### src/flash_host_pkg.sv
// Constants shared by the parallel flash host controller and its bus cycle engine.
// Assumes a 40 MHz CLK and an asynchronous byte-wide flash on the far side.
package flash_host_pkg;
  localparam int          ADDR_W        = 19;        // Byte address width
  localparam int          DATA_W        = 8;         // Data line width
  localparam int          CLK_MHZ       = 40;        // CLK rate in MHz
  localparam int          CLK_NS        = 25;        // CLK period in ns
  // Bus cycle timing: low pulse far above the 15 ns glitch filter
  localparam int          WE_PULSE_NS   = 100;       // Write strobe low time, ns
  localparam int          WE_PULSE_CYC  = (WE_PULSE_NS + CLK_NS - 1) / CLK_NS;
  localparam int          RD_ACCESS_NS  = 150;       // Read access allowance, ns
  localparam int          RD_ACCESS_CYC = (RD_ACCESS_NS + CLK_NS - 1) / CLK_NS;
  localparam int          SETUP_CYC     = 1;         // Address setup / recovery cycles
  // Operation timeouts
  localparam int          BYTE_PROGRAM_TIME_US = 50;     // Nominal byte program time
  localparam int          MAX_ERASE_TIME_S     = 10;     // Chip erase time bound
  localparam int          PROG_TIMEOUT_CYC = 4 * BYTE_PROGRAM_TIME_US * CLK_MHZ;
  localparam longint      ERASE_TIMEOUT_CYC = 64'(MAX_ERASE_TIME_S) * 1000000 * CLK_MHZ;
  // Command addresses and data
  localparam logic [18:0] UNLOCK_ADDR1  = 19'h05555; // First unlock address
  localparam logic [18:0] UNLOCK_ADDR2  = 19'h02aaa; // Second unlock address
  localparam logic [7:0]  UNLOCK_DATA1  = 8'haa;     // First unlock data
  localparam logic [7:0]  UNLOCK_DATA2  = 8'h55;     // Second unlock data
  localparam logic [7:0]  CMD_PROGRAM   = 8'ha0;     // Byte program
  localparam logic [7:0]  CMD_SETUP     = 8'h80;     // Erase / lockout setup
  localparam logic [7:0]  CMD_ERASE     = 8'h10;     // Chip erase final
  localparam logic [7:0]  CMD_LOCKOUT   = 8'h40;     // Boot lockout final
  localparam logic [7:0]  CMD_ID_ENTRY  = 8'h90;     // Identification entry
  localparam logic [7:0]  CMD_ID_EXIT   = 8'hf0;     // Identification exit
  localparam logic [7:0]  ERASED_BYTE   = 8'hff;     // Erased byte value
  localparam logic [18:0] BOOT_LAST     = 19'h03fff; // Last boot block address
  localparam logic [18:0] LOCK_STAT_ADDR = 19'h00002; // Lockout status in ID mode
  localparam int          POLL_BIT      = 7;         // Complement polling bit
  localparam int          TOGGLE_BIT    = 6;         // Toggle status bit
  localparam int          LOCK_BIT      = 0;         // Lockout status bit
  // Host operation codes
  typedef enum logic [2:0] {
    OP_READ    = 3'b000,
    OP_PROGRAM = 3'b001,
    OP_ERASE   = 3'b010,
    OP_LOCKOUT = 3'b011,
    OP_ID_READ = 3'b100,
    OP_ID_EXIT = 3'b101
  } op_t;
endpackage

### src/flash_bus_if.sv
// Carries single bus cycle requests from the sequencer to the cycle engine.
// Assumes both ends run on one clock.
interface flash_bus_if;
  logic        req;    // Start one bus cycle, pulse
  logic        wr;     // 1 write, 0 read
  logic [18:0] addr;   // Cycle address
  logic [7:0]  wdata;  // Write data
  logic        done;   // Cycle finished, pulse
  logic [7:0]  rdata;  // Captured read data
  modport master (output req, output wr, output addr, output wdata,
                  input done, input rdata);
  modport engine (input req, input wr, input addr, input wdata,
                  output done, output rdata);
endinterface

### src/flash_cycle_engine.sv
// Bus cycle engine: shapes one read or write strobe cycle on the flash pins.
// Assumes data pins are synchronised before they reach DQ_SYNC.
module flash_cycle_engine (
  input  wire logic  clk,
  input  wire logic  nrst,
  flash_bus_if.engine bus,
  input  wire logic [7:0]  dq_sync,
  output logic             ce_n,
  output logic             oe_n,
  output logic             we_n,
  output logic [18:0]      addr,
  output logic [7:0]       dq_out,
  output logic             dq_oe
);
  typedef enum logic [1:0] {
    C_IDLE  = 2'b00,
    C_SETUP = 2'b01,
    C_STRB  = 2'b10,
    C_HOLD  = 2'b11
  } cyc_t;
  cyc_t       state;        // Cycle phase
  logic [3:0] cnt;          // Phase counter
  logic       wr;           // Latched direction
  wire  [3:0] strobe_len = wr ? 4'(flash_host_pkg::WE_PULSE_CYC)
                              : 4'(flash_host_pkg::RD_ACCESS_CYC + 2);
  // Read waits two extra cycles for the pin synchroniser
  always_ff @(posedge clk or negedge nrst) begin
    if (!nrst) begin
      state <= C_IDLE; cnt <= 4'h0; wr <= 1'b0; bus.done <= 1'b0;
      bus.rdata <= 8'h00; ce_n <= 1'b1; oe_n <= 1'b1; we_n <= 1'b1;
      addr <= 19'h00000; dq_out <= 8'h00; dq_oe <= 1'b0;
    end else begin
      bus.done <= 1'b0;
      unique case (state)
        C_IDLE: if (bus.req) begin
          // Address and data settle before any strobe falls
          wr <= bus.wr; addr <= bus.addr; dq_out <= bus.wdata;
          dq_oe <= bus.wr; ce_n <= 1'b0; cnt <= 4'h0; state <= C_SETUP;
        end
        C_SETUP: begin
          // Write holds OE high so the cycle is not inhibited
          if (wr) we_n <= 1'b0; else oe_n <= 1'b0;
          cnt <= 4'h1; state <= C_STRB;
        end
        C_STRB: if (cnt >= strobe_len) begin
          // Strobe rises: the flash latches write data here; read data is captured from dq_sync here
          we_n <= 1'b1; oe_n <= 1'b1; bus.rdata <= dq_sync; state <= C_HOLD; cnt <= 4'h0;
        end else cnt <= cnt + 4'h1;
        C_HOLD: begin
          // Deselect, release the bus and report completion in the same cycle
          ce_n <= 1'b1; dq_oe <= 1'b0; bus.done <= 1'b1; state <= C_IDLE;
        end
      endcase
    end
  end
  // Write strobe held low long enough to pass the glitch filter
  we_width_a: assert property (@(posedge clk) disable iff (!nrst)
    $fell(we_n) |-> !we_n [*3]) else $error("write strobe too short");
  no_oe_write_a: assert property (@(posedge clk) disable iff (!nrst)
    !we_n |-> oe_n && !ce_n && dq_oe) else $error("write cycle with OE low");
  read_release_a: assert property (@(posedge clk) disable iff (!nrst)
    !oe_n |-> !dq_oe) else $error("host drives bus during read");
endmodule

### src/flash_host_ctrl.sv
// Host controller for an asynchronous byte-wide flash with boot lockout.
// Assumes a user that issues one operation at a time and a flash on the pins.
// Overview of operation
// - Chip erase is a six-write sequence
// - Byte program is four writes
// - Six-write lockout sequence is permanent
// - Identification mode is left only by a separate ID exit operation
// - Host polls until true data appears; the code also stops polling at the timeout limit and reports ERROR
// - Unlock AA/5555, 55/2AAA, then command
// - ID entry 90, exit F0
module flash_host_ctrl (
  input  wire logic        CLK,
  input  wire logic        NRST,
  input  wire logic        START,      // Start an operation, pulse
  input  wire logic [2:0]  OP,         // flash_host_pkg::op_t code
  input  wire logic [18:0] ADDRESS,    // Target byte address
  input  wire logic [7:0]  WDATA,      // Program data
  output logic             BUSY,       // Operation in progress
  output logic             DONE,       // Operation finished, pulse
  output logic             ERROR,      // Timeout or refused, with DONE
  output logic [7:0]       RDATA,      // Read result
  output logic             CE_N,       // Flash chip enable
  output logic             OE_N,       // Flash output enable
  output logic             WE_N,       // Flash write enable
  output logic [18:0]      BYTE_ADDRESS, // Flash address
  input  wire logic [7:0]  DATA_LINES_I, // Flash data in
  output logic [7:0]       DATA_LINES_O, // Flash data out
  output logic             DATA_LINES_OE // High while host drives
);
  typedef enum logic [2:0] {
    S_IDLE = 3'b000,   // Waiting for a request
    S_SEQ  = 3'b001,   // Issuing command writes
    S_POLL = 3'b010,   // Polling for completion
    S_READ = 3'b011,   // Single read
    S_END  = 3'b100    // Report result
  } state_t;
  state_t      state;          // Sequencer state
  logic [2:0]  step;           // Write index in sequence
  logic [2:0]  op;             // Latched operation
  logic [18:0] tgt_addr;       // Latched address
  logic [7:0]  tgt_data;       // Latched data
  logic [7:0]  dq_meta;        // First synchroniser stage
  logic [7:0]  dq_sync;        // Second synchroniser stage
  logic        issued;         // Cycle request outstanding
  logic        have_prev;      // A previous poll read exists
  logic [7:0]  prev;           // Previous poll read
  logic [38:0] timer;          // Operation timeout counter
  logic        fail;           // Timeout flag
  flash_bus_if bus ();
  // Two-flop synchroniser on the data pins
  always_ff @(posedge CLK or negedge NRST) begin
    if (!NRST) begin
      dq_meta <= 8'h00; dq_sync <= 8'h00;
    end else begin
      dq_meta <= DATA_LINES_I; dq_sync <= dq_meta;
    end
  end
  flash_cycle_engine u_eng (
    .clk     (CLK),
    .nrst    (NRST),
    .bus     (bus),
    .dq_sync (dq_sync),
    .ce_n    (CE_N),
    .oe_n    (OE_N),
    .we_n    (WE_N),
    .addr    (BYTE_ADDRESS),
    .dq_out  (DATA_LINES_O),
    .dq_oe   (DATA_LINES_OE)
  );
  // Sequence length per operation
  wire [2:0] seq_len = (op == flash_host_pkg::OP_PROGRAM) ? 3'd4 :
                       (op == flash_host_pkg::OP_ERASE ||
                        op == flash_host_pkg::OP_LOCKOUT) ? 3'd6 :
                       (op == flash_host_pkg::OP_ID_EXIT) ? 3'd1 : 3'd3;
  // Command write table: unlock pair, command, target or second unlock
  logic [18:0] seq_addr;
  logic [7:0]  seq_data;
  always_comb begin
    seq_addr = flash_host_pkg::UNLOCK_ADDR1;
    seq_data = flash_host_pkg::UNLOCK_DATA1;
    unique case (step)
      3'd0: if (op == flash_host_pkg::OP_ID_EXIT) seq_data = flash_host_pkg::CMD_ID_EXIT;
      3'd1, 3'd4: begin
        seq_addr = flash_host_pkg::UNLOCK_ADDR2; seq_data = flash_host_pkg::UNLOCK_DATA2;
      end
      3'd2: seq_data = (op == flash_host_pkg::OP_PROGRAM) ? flash_host_pkg::CMD_PROGRAM :
                       (op == flash_host_pkg::OP_ID_READ) ? flash_host_pkg::CMD_ID_ENTRY :
                                                            flash_host_pkg::CMD_SETUP;
      3'd3: if (op == flash_host_pkg::OP_PROGRAM) begin
        seq_addr = tgt_addr; seq_data = tgt_data;
      end
      3'd5: seq_data = (op == flash_host_pkg::OP_LOCKOUT) ? flash_host_pkg::CMD_LOCKOUT
                                                          : flash_host_pkg::CMD_ERASE;
      default: seq_data = flash_host_pkg::UNLOCK_DATA1;
    endcase
  end
  // Completion: toggle bit still; polling bit true for programs
  wire toggle_still = have_prev &&
    (prev[flash_host_pkg::TOGGLE_BIT] == bus.rdata[flash_host_pkg::TOGGLE_BIT]);
  wire poll_true = (op != flash_host_pkg::OP_PROGRAM) ||
    (bus.rdata[flash_host_pkg::POLL_BIT] == tgt_data[flash_host_pkg::POLL_BIT]);
  wire finished = toggle_still && poll_true;
  wire [38:0] limit = (op == flash_host_pkg::OP_PROGRAM)
    ? 39'(flash_host_pkg::PROG_TIMEOUT_CYC)
    : 39'(flash_host_pkg::ERASE_TIMEOUT_CYC);
  // Poll gives up at the limit; an open read still finishes so its done is not stale
  wire timed_out = (timer >= limit);
  wire needs_poll = (op == flash_host_pkg::OP_PROGRAM || op == flash_host_pkg::OP_ERASE ||
                     op == flash_host_pkg::OP_LOCKOUT);
  wire last_write = (step == seq_len - 3'd1);
  // Read target: the latched address for every read
  wire [18:0] rd_addr = tgt_addr;  // Polls, array and ID reads use the latched address
  // Bus request drive
  assign bus.req   = !issued && (state == S_SEQ || (state == S_POLL && !timed_out) ||
                                 state == S_READ);
  assign bus.wr    = (state == S_SEQ);
  assign bus.addr  = (state == S_SEQ) ? seq_addr : rd_addr;
  assign bus.wdata = seq_data;
  // Operation sequencer; no new command until the last one finished
  always_ff @(posedge CLK or negedge NRST) begin
    if (!NRST) begin
      state <= S_IDLE; step <= 3'd0; op <= 3'd0; tgt_addr <= 19'h00000;
      tgt_data <= 8'h00; issued <= 1'b0; have_prev <= 1'b0; prev <= 8'h00;
      timer <= 39'h0; fail <= 1'b0; BUSY <= 1'b0; DONE <= 1'b0; ERROR <= 1'b0;
      RDATA <= 8'h00;
    end else begin
      DONE <= 1'b0;
      if (bus.req) issued <= 1'b1;
      if (bus.done) issued <= 1'b0;
      unique case (state)
        S_IDLE: if (START) begin
          op <= OP; tgt_addr <= ADDRESS; tgt_data <= WDATA; step <= 3'd0;
          have_prev <= 1'b0; timer <= 39'h0; fail <= 1'b0; BUSY <= 1'b1;
          state <= (OP == flash_host_pkg::OP_READ) ? S_READ : S_SEQ;
        end
        S_SEQ: if (bus.done) begin
          step <= step + 3'd1;
          if (last_write) state <= needs_poll ? S_POLL : (op == flash_host_pkg::OP_ID_READ)
                                                         ? S_READ : S_END;
        end
        S_POLL: begin
          timer <= timer + 39'h1;
          if (bus.done) begin
            prev <= bus.rdata; have_prev <= 1'b1;
            if (finished) state <= S_END;
          end else if (timed_out && !issued) begin
            fail <= 1'b1; state <= S_END;
          end
        end
        S_READ: if (bus.done) begin
          RDATA <= bus.rdata; state <= S_END;
        end
        S_END: begin
          BUSY <= 1'b0; DONE <= 1'b1; ERROR <= fail; state <= S_IDLE;
        end
        default: state <= S_IDLE;
      endcase
    end
  end
  // A program sequence is exactly four writes ending at the target
  prog_target_a: assert property (@(posedge CLK) disable iff (!NRST)
    state == S_SEQ && op == flash_host_pkg::OP_PROGRAM && step == 3'd3 && bus.req
    |-> bus.addr == tgt_addr && bus.wdata == tgt_data) else $error("bad program write");
  unlock_first_a: assert property (@(posedge CLK) disable iff (!NRST)
    state == S_SEQ && step == 3'd0 && op != flash_host_pkg::OP_ID_EXIT && bus.req
    |-> bus.addr == flash_host_pkg::UNLOCK_ADDR1 && bus.wdata == flash_host_pkg::UNLOCK_DATA1)
    else $error("bad first unlock write");
  unlock_second_a: assert property (@(posedge CLK) disable iff (!NRST)
    state == S_SEQ && step == 3'd1 && bus.req
    |-> bus.addr == flash_host_pkg::UNLOCK_ADDR2 && bus.wdata == flash_host_pkg::UNLOCK_DATA2)
    else $error("bad second unlock write");
  erase_final_a: assert property (@(posedge CLK) disable iff (!NRST)
    state == S_SEQ && step == 3'd5 && op == flash_host_pkg::OP_ERASE && bus.req
    |-> bus.wdata == flash_host_pkg::CMD_ERASE) else $error("bad erase command");
  lockout_final_a: assert property (@(posedge CLK) disable iff (!NRST)
    state == S_SEQ && step == 3'd5 && op == flash_host_pkg::OP_LOCKOUT && bus.req
    |-> bus.wdata == flash_host_pkg::CMD_LOCKOUT) else $error("bad lockout command");
  idexit_one_a: assert property (@(posedge CLK) disable iff (!NRST)
    state == S_SEQ && op == flash_host_pkg::OP_ID_EXIT && bus.req
    |-> bus.wdata == flash_host_pkg::CMD_ID_EXIT) else $error("bad exit write");
  // A start is taken only from idle; a start while busy leaves the latched job alone
  start_taken_a: assert property (@(posedge CLK) disable iff (!NRST)
    state == S_IDLE && START |=> BUSY) else $error("start not taken");
  refuse_busy_a: assert property (@(posedge CLK) disable iff (!NRST)
    BUSY && START |=> $stable(op) && $stable(tgt_addr))
    else $error("start accepted while busy");
  busy_hold_a: assert property (@(posedge CLK) disable iff (!NRST)
    BUSY && !DONE |=> BUSY || DONE) else $error("busy dropped without done");
  done_pulse_a: assert property (@(posedge CLK) disable iff (!NRST)
    DONE |=> !DONE && !BUSY) else $error("done not a single pulse");
  write_sel_a: assert property (@(posedge CLK) disable iff (!NRST)
    !WE_N |-> !CE_N && OE_N) else $error("write without select");
  // Polling stops on true data, or at the limit once no read is open
  poll_end_a: assert property (@(posedge CLK) disable iff (!NRST)
    state == S_POLL && bus.done && finished |=> state == S_END)
    else $error("poll did not stop");
  poll_timeout_a: assert property (@(posedge CLK) disable iff (!NRST)
    state == S_POLL && timed_out && !issued |=> state == S_END && fail)
    else $error("poll limit not honoured");
  poll_quiet_a: assert property (@(posedge CLK) disable iff (!NRST)
    state == S_POLL && timed_out |-> !bus.req) else $error("read started after limit");
  // Main scenarios
  program_c: cover property (@(posedge CLK) state == S_POLL && op == 3'd1 ##[1:900] DONE);
  erase_c: cover property (@(posedge CLK) state == S_SEQ && op == 3'd2 && step == 3'd5);
  lockout_c: cover property (@(posedge CLK) state == S_SEQ && op == 3'd3 && step == 3'd5);
  timeout_c: cover property (@(posedge CLK) state == S_END && fail);
  idread_c: cover property (@(posedge CLK) state == S_READ && op == 3'd4);
endmodule

### config.mk
export PLATFORM = sky130hd
export DESIGN_NAME = flash_host_ctrl
export DESIGN_NICKNAME = d
export VERILOG_FILES = /design/src/flash_host_pkg.sv /design/src/flash_bus_if.sv /design/src/flash_cycle_engine.sv /design/src/flash_host_ctrl.sv
export SDC_FILE = /design/constraint.sdc
export NUM_CORES = 1
export LEC_CHECK = 0
export BUFFER_PORTS_ARGS = -buffer_cell sky130_fd_sc_hd__buf_4
export CAP_MARGIN = 0
export CORE_ASPECT_RATIO = 0.5
export CORE_UTILIZATION = 42
export CTS_BUF_LIST = sky130_fd_sc_hd__clkbuf_16
export DETAILED_ROUTE_END_ITERATION = 16
export MAX_ROUTING_LAYER = met4
export PLACE_DENSITY_LB_ADDON = 0.1
export SLEW_MARGIN = 5
export SYNTH_ARGS = -nofsm -noshare
export SYNTH_HDL_FRONTEND = slang
export SYNTH_SLANG_ARGS = --single-unit
### constraint.sdc
create_clock -name CLK -period 3.2 [get_ports CLK]
set_input_delay 0.64 -clock CLK [delete_from_list [all_inputs] [get_ports CLK]]
set_output_delay 0.64 -clock CLK [all_outputs]
set_load 0.05 [all_outputs]
## Word level (Yosys, flattened, before mapping)

Index checks and enable logic that the tools add are counted.

| storage, ports and cells | value |
|---|---|
| bits of input ports | 41 |
| flip-flop bits (word level) | 159 |
| logic and storage cells | 165 |
| output and inout port bits | 42 |

| operators by class | value |
|---|---|
| order comparisons | 2 |
| reductions and logical operators | 41 |
| mux-type cells | 57 |
| equality and inequality tests | 34 |
| $add $sub $neg | 4 |

Operators by type and width:

| kind | count |
|---|---|
| 39-bit case mux with 2 select lines | 1 |
| 8-bit case mux with 5 select lines | 1 |
| 39-bit by 1-bit adder with 39-bit output, second input constant | 1 |
| 39-bit by 29-bit greater-or-equal comparator with 1-bit output | 1 |
| 3-bit 2-to-1 mux | 13 |
| 39-bit 2-to-1 mux | 1 |
| 19-bit 2-to-1 mux | 2 |
| 19-bit case mux with 2 select lines | 1 |
| 29-bit 2-to-1 mux | 1 |
| 2-bit AND reduction | 10 |
| 3-bit by 2-bit equality test with 1-bit output, second input constant | 6 |
| 3-bit equality test, second input constant | 5 |
| 1-bit 2-to-1 mux | 14 |
| 7-bit 2-to-1 mux | 2 |
| 1-bit case mux with 2 select lines | 7 |
| 4-bit 2-to-1 mux | 3 |
| 2-bit != test, second input constant | 6 |
| 3-bit case mux with 4 select lines | 1 |
| 4-bit case mux with 3 select lines | 1 |
| 3-bit AND reduction | 4 |
| 2-bit nonzero test | 6 |
| 2-bit by 1-bit != test with 1-bit output, second input constant | 5 |
| 3-bit by 1-bit equality test with 1-bit output, second input constant | 3 |
| 3-bit logical NOT | 3 |
| other kinds (24) | 40 |

## Longest topological paths before layout

| depth | value |
|---|---|
| depth after elaboration | 10 |
| depth in mapped cells | 13 |
| mapped depth without buffers | 10 |

## Hierarchy

A second synthesis with hierarchy kept.

| second synthesis, totals | value |
|---|---|
| cell total of the unflattened synthesis | 717 |
| area total of the unflattened synthesis | 7288.2 sq um |

By module, submodules not included:

| module | cells an instance | area an instance (sq um) | seq. area each (sq um) | instances |
|---|---|---|---|---|
| flash_host_ctrl | 571 | 5247.5 | 2652.5 | 1 |
| flash_cycle_engine | 146 | 2040.7 | 1179.9 | 1 |

## Least setup slack after synthesis

Ideal clock, no wire load.

| timing path | value |
|---|---|
| kind | register to register |
| start | register op[2] |
| end | register u_eng.dq_out[0] |
| data arrival time | 2932 ps |
| data required time | 3075 ps |
| slack | 143 ps |
| period minus slack after synthesis | 3057 ps |
| setup time | 125 ps |
| path buffers | 2 |
| stages on the path, launching flop included | 12 |
| cell sequence | dfrtp_1 > clkbuf_1 > nor3b_4 > inv_1 > clkbuf_1 > ha_1 > a2111oi_0 > o21ai_0 > o221ai_2 > a41o_1 > nand3_2 > mux2_2 |

| on the way | value |
|---|---|
| cells in the longest elaborated chain, start to end | 9 |
| elaborated cells on any way between the ends | 12 |
| classes of those cells | order compare: 1; eq/ne: 1; mux: 4; reduce/logical: 6 |

Ends and longest elaborated chain:

| item | RTL line | text |
|---|---|---|
| start: declaration | flash_host_ctrl.sv:39 | `logic [2:0] op;` |
| start signal: assignment | flash_host_ctrl.sv:122 | `state <= S_IDLE; step <= 3'd0; op <= 3'd0; tgt_addr <= 19'h00000;` |
| start signal: assignment | flash_host_ctrl.sv:132 | `op <= OP; tgt_addr <= ADDRESS; tgt_data <= WDATA; step <= 3'd0;` |
| 3-bit by 1-bit equality test with 1-bit output (*) | flash_host_ctrl.sv:86, flash_host_ctrl.sv:89, flash_host_ctrl.sv:103 |  |
| 29-bit 2-to-1 mux | flash_host_ctrl.sv:104 | `? 39'(flash_host_pkg::PROG_TIMEOUT_CYC)` |
| 39-bit by 29-bit greater-or-equal comparator with 1-bit output | flash_host_ctrl.sv:107 | `wire timed_out = (timer >= limit);` |
| 1-bit logical NOT | flash_host_ctrl.sv:114 | `assign bus.req = !issued && (state == S_SEQ \|\| (state == S_POLL && !timed_out) \|\|` |
| 1-bit logical AND | flash_host_ctrl.sv:114 |  |
| 1-bit logical OR (2 in series) | flash_host_ctrl.sv:114 |  |
| 1-bit logical AND | flash_host_ctrl.sv:114 |  |
| 2-bit AND reduction (no line) | -- |  |
| end signal: assignment | flash_cycle_engine.sv:37 | `wr <= bus.wr; addr <= bus.addr; dq_out <= bus.wdata;` |
| end: declaration | flash_cycle_engine.sv:12 | `output logic [7:0] dq_out,` |

Mark *: on every way between the ends. The rest lies on a longest branch, timed or not.
A chain may end at the register's enable or synchronous reset.

## Worst setup path in the final report

| timing path | value |
|---|---|
| start | register timer[26] |
| end | register u_eng.dq_out[2] |

| on the way | value |
|---|---|
| cells in the longest elaborated chain, start to end | 7 |

Ends and longest elaborated chain:

| item | RTL line | text |
|---|---|---|
| start: declaration | flash_host_ctrl.sv:47 | `logic [38:0] timer;` |
| start signal: assignment | flash_host_ctrl.sv:142 | `timer <= timer + 39'h1;` |
| 39-bit by 29-bit greater-or-equal comparator with 1-bit output | flash_host_ctrl.sv:107 |  |
| 1-bit logical NOT | flash_host_ctrl.sv:114 |  |
| 1-bit logical AND | flash_host_ctrl.sv:114 |  |
| 1-bit logical OR (2 in series) | flash_host_ctrl.sv:114 |  |
| 1-bit logical AND | flash_host_ctrl.sv:114 |  |
| 2-bit AND reduction (no line) | -- |  |

No other way between the ends.

==> results_dict.tcl <==
set metrics [dict create \
    outcome "complete, no violations" \
    htree_levels 4 \
    syn_inst 739 \
    ys_warn_count 0 \
    slew_violations 0 \
    syn-num-nets 801 \
    power_leakage_nw 4.05 \
    async_reset_ff_frac 1.00 \
    synth-seq-cells 153 \
    hold_class "in2async" \
    whs_ns 0.242 \
    finalNetCount 894 \
    fin_crit_sh 0.932 \
    num_rows 33 \
    fmax_mhz 335 \
    clock_path_buffers 2 \
    grt_pass1_wl_um 28800 \
    wl_per_cell_um 16.0 \
    first_iter_violations 416 \
    clk_latency_ns 0.42 \
    critPathArrivalTime_ns 3.29 \
    setup.worst_path.class "reg2reg" \
    seq_area_frac_synth 0.526 \
    syn-cell-area_um2 7280 \
    cts_buffers 17 \
    dpl.cell_count 1036 \
    synth.distinct_cells 58 \
    cp_slowest_stage_delay_ns 0.62 \
    worstSetupStartpoint "timer[26]$_DFFE_PN0P_" \
    dp_hpwl_um 11500 \
    path_max_fanout 5 \
    die_w_um 188 \
    layoutNonFillerInstCount 1072 \
    numPortBuffers 82 \
    rsz0062_at_grt "no" \
    area_growth_pct 22.5 \
    clock-sinks 153 \
    yosysMostFrequentCell "dfrtp_1" \
    grt_pass1_vias 5590 \
    slew_headroom 0.496 \
    critPathRequiredTime_ns 3.51 \
    drtPass1Iterations 5 \
    fin_tns_setup_ns 0 \
    root_buffer "clkbuf_16" \
    fin_crit_ns 2.98 \
    io_pins 83 \
    crit_buf_inv 1 \
    initial_core_util 0.437 \
    drc_errors 0 \
    ir_drop_v 0.000553 \
    final_hold_viol_count 0 \
    cp_cell_sequence "or4_1, or4b_2, mux2i_1, nand3_1, a41o_1, nand3_4, buf_4, mux2_2" \
    worstMarginPinSlew_ns 0.756 \
    netlist_top_cells_area "dfrtp_1 52%, nand2_1 7.0%, o21ai_0 5.8%" \
    viasPerCell 5.39 \
    synthTopCellsByCount "150 x dfrtp_1, 136 x nand2_1, 85 x o21ai_0, 38 x nor2_1" \
    wirelength_um 17200 \
    finClkSkew_ns 0.00727 \
    power_density_nw_per_um2 980 \
    design.core.area_um2 16700 \
    clk_pin_slew_ns 0.06 \
    synth_edf_count 0 \
    die-area_um2 17900 \
    post-place-ws_ns 0.145 \
    syn_avg_cell_area_um2 9.86 \
    cpMaxStageDelayCell "or4b_2" \
    drv_cap 0 \
    cts_tree "built" \
    drtAntennaViolNets 0 \
    synth_top_area_frac 0.515 \
    path_delay_family "simple AND/OR/NAND/NOR gates" \
    num_vias 5774 \
    diodes 0 \
    endpoint_kind "register" \
    gr-total-overflow 0 \
    die_h_um 95.1 \
    gr-usage-all-layers 0.213 \
    cp-start-kind "register" \
    antenna_found_initial 0 \
    setup_slack_ns 0.216 \
    worstReg2RegStart "timer[26]$_DFFE_PN0P_" \
    drive_gt1_frac 0.217 \
    cts_hold_buf 0 \
    setup_violations 0 \
    synthFlopType "dfrtp_1" \
    synth.largest_area_cell "dfrtp_1" \
    gp_congestion 0.830 \
    grt_max_degree 77 \
]
-- cell type report --
cell class | instances | area [um^2]
fill | 1541 | 7760
clock inverter | 15 | 200
tap | 227 | 284
multi-input combinational | 526 | 3230
clock buffer | 17 | 425
inverter | 24 | 90.1
sequential | 153 | 3830
timing repair buffer | 110 | 867
-- metrics by stage --
step | utilization | instance area (um^2) | power (mW)
CTS | 0.532 | 8870 | 8.78
global placement | 0.494 | 8240 | 6.53
detailed placement | 0.494 | 8240 | 6.58
global route | 0.535 | 8920 | 9.36
finish | 0.535 | 8920 | 8.75
floorplan | - | 7280 | 5.44
-- sequential cells by signal, summed over array words and instances (netlist names), 3 cells and up --
name and count:
u_eng.cnt 4, u_eng.dq_out 8, state 3, dq_sync 8
step 3, RDATA 8, u_eng.bus.rdata 8, rd_addr 19
u_eng.addr 19, dq_meta 8, op 3, tgt_data 8
timer 39
-- repair_timing --
action                     CTS  global route
setup endpoints to repair    0            27
buffers inserted             0             4
hold endpoints to repair     0             0
gates resized for setup      0             3
-- metal layers --
layer	track usage	vias up	routed length (um)
li1	-	2842	-
met2	0.309	103	7630
met4	0.0610	0	167
met5	-	-	0
met1	0.295	2812	8620
met3	0.0519	17	766
-- final timing paths --
| check | depth (start not counted) | to | slack [ns] |
|---|---|---|---|
| min | 1 | timer[2]$_DFFE_PN0P_ | 0.24 |
| min reg2reg | 0 | dq_sync[0]$_DFF_PN0_ | 0.35 |
| min in group CLK | 1 | dq_meta[6]$_DFF_PN0_ | 0.32 |
| max | 8 | u_eng.dq_out[2]$_DFFE_PN0P_ | 0.22 |
| max in group asynchronous | 2 | u_eng.addr[11]$_DFFE_PN0P_ | 2.24 |
| max reg2reg | 8 | u_eng.dq_out[2]$_DFFE_PN0P_ | 0.22 |
-- power breakdown --
group / internal (mW) / total, mW / leakage, nW / switching (mW)
Combinational: 1.28 / 3.67 / 1.79 / 2.38
Clock: 1.31 / 2.16 / 0.306 / 0.849
Sequential: 2.51 / 2.92 / 1.96 / 0.408
Total: 5.11 / 8.75 / 4.05 / 3.64
-- cells by family after synthesis --
family	after synthesis	share of synthesized area
mux	41	0.0612
buf+inv	60	0.0340
fa+ha+maj	21	0.0361
flops	153	0.526
simple gates	268	0.174
xor+xnor	3	0.00361
compound gates	193	0.165
-- cells in the final DEF (no fill, tap or decap), types with 7 or more instances in the layout --
cell | synthesis | final
a31oi_1 | 9 | 9
o31ai_1 | 22 | 22
nand3_1 | 25 | 25
nor4_1 | 7 | 7
nand4_1 | 12 | 12
nand2_1 | 136 | 136
mux2_2 | 28 | 28
ha_1 | 21 | 21
nor3_1 | 9 | 9
dfrtp_1 | 150 | 150
a21oi_1 | 28 | 28
buf_4 | 0 | 106
o21ai_0 | 85 | 85
nor2_1 | 38 | 38
clkbuf_16 | 0 | 17
inv_1 | 24 | 27
mux2i_1 | 13 | 13
o211ai_1 | 15 | 15
Power figures use the tool's default switching activity.
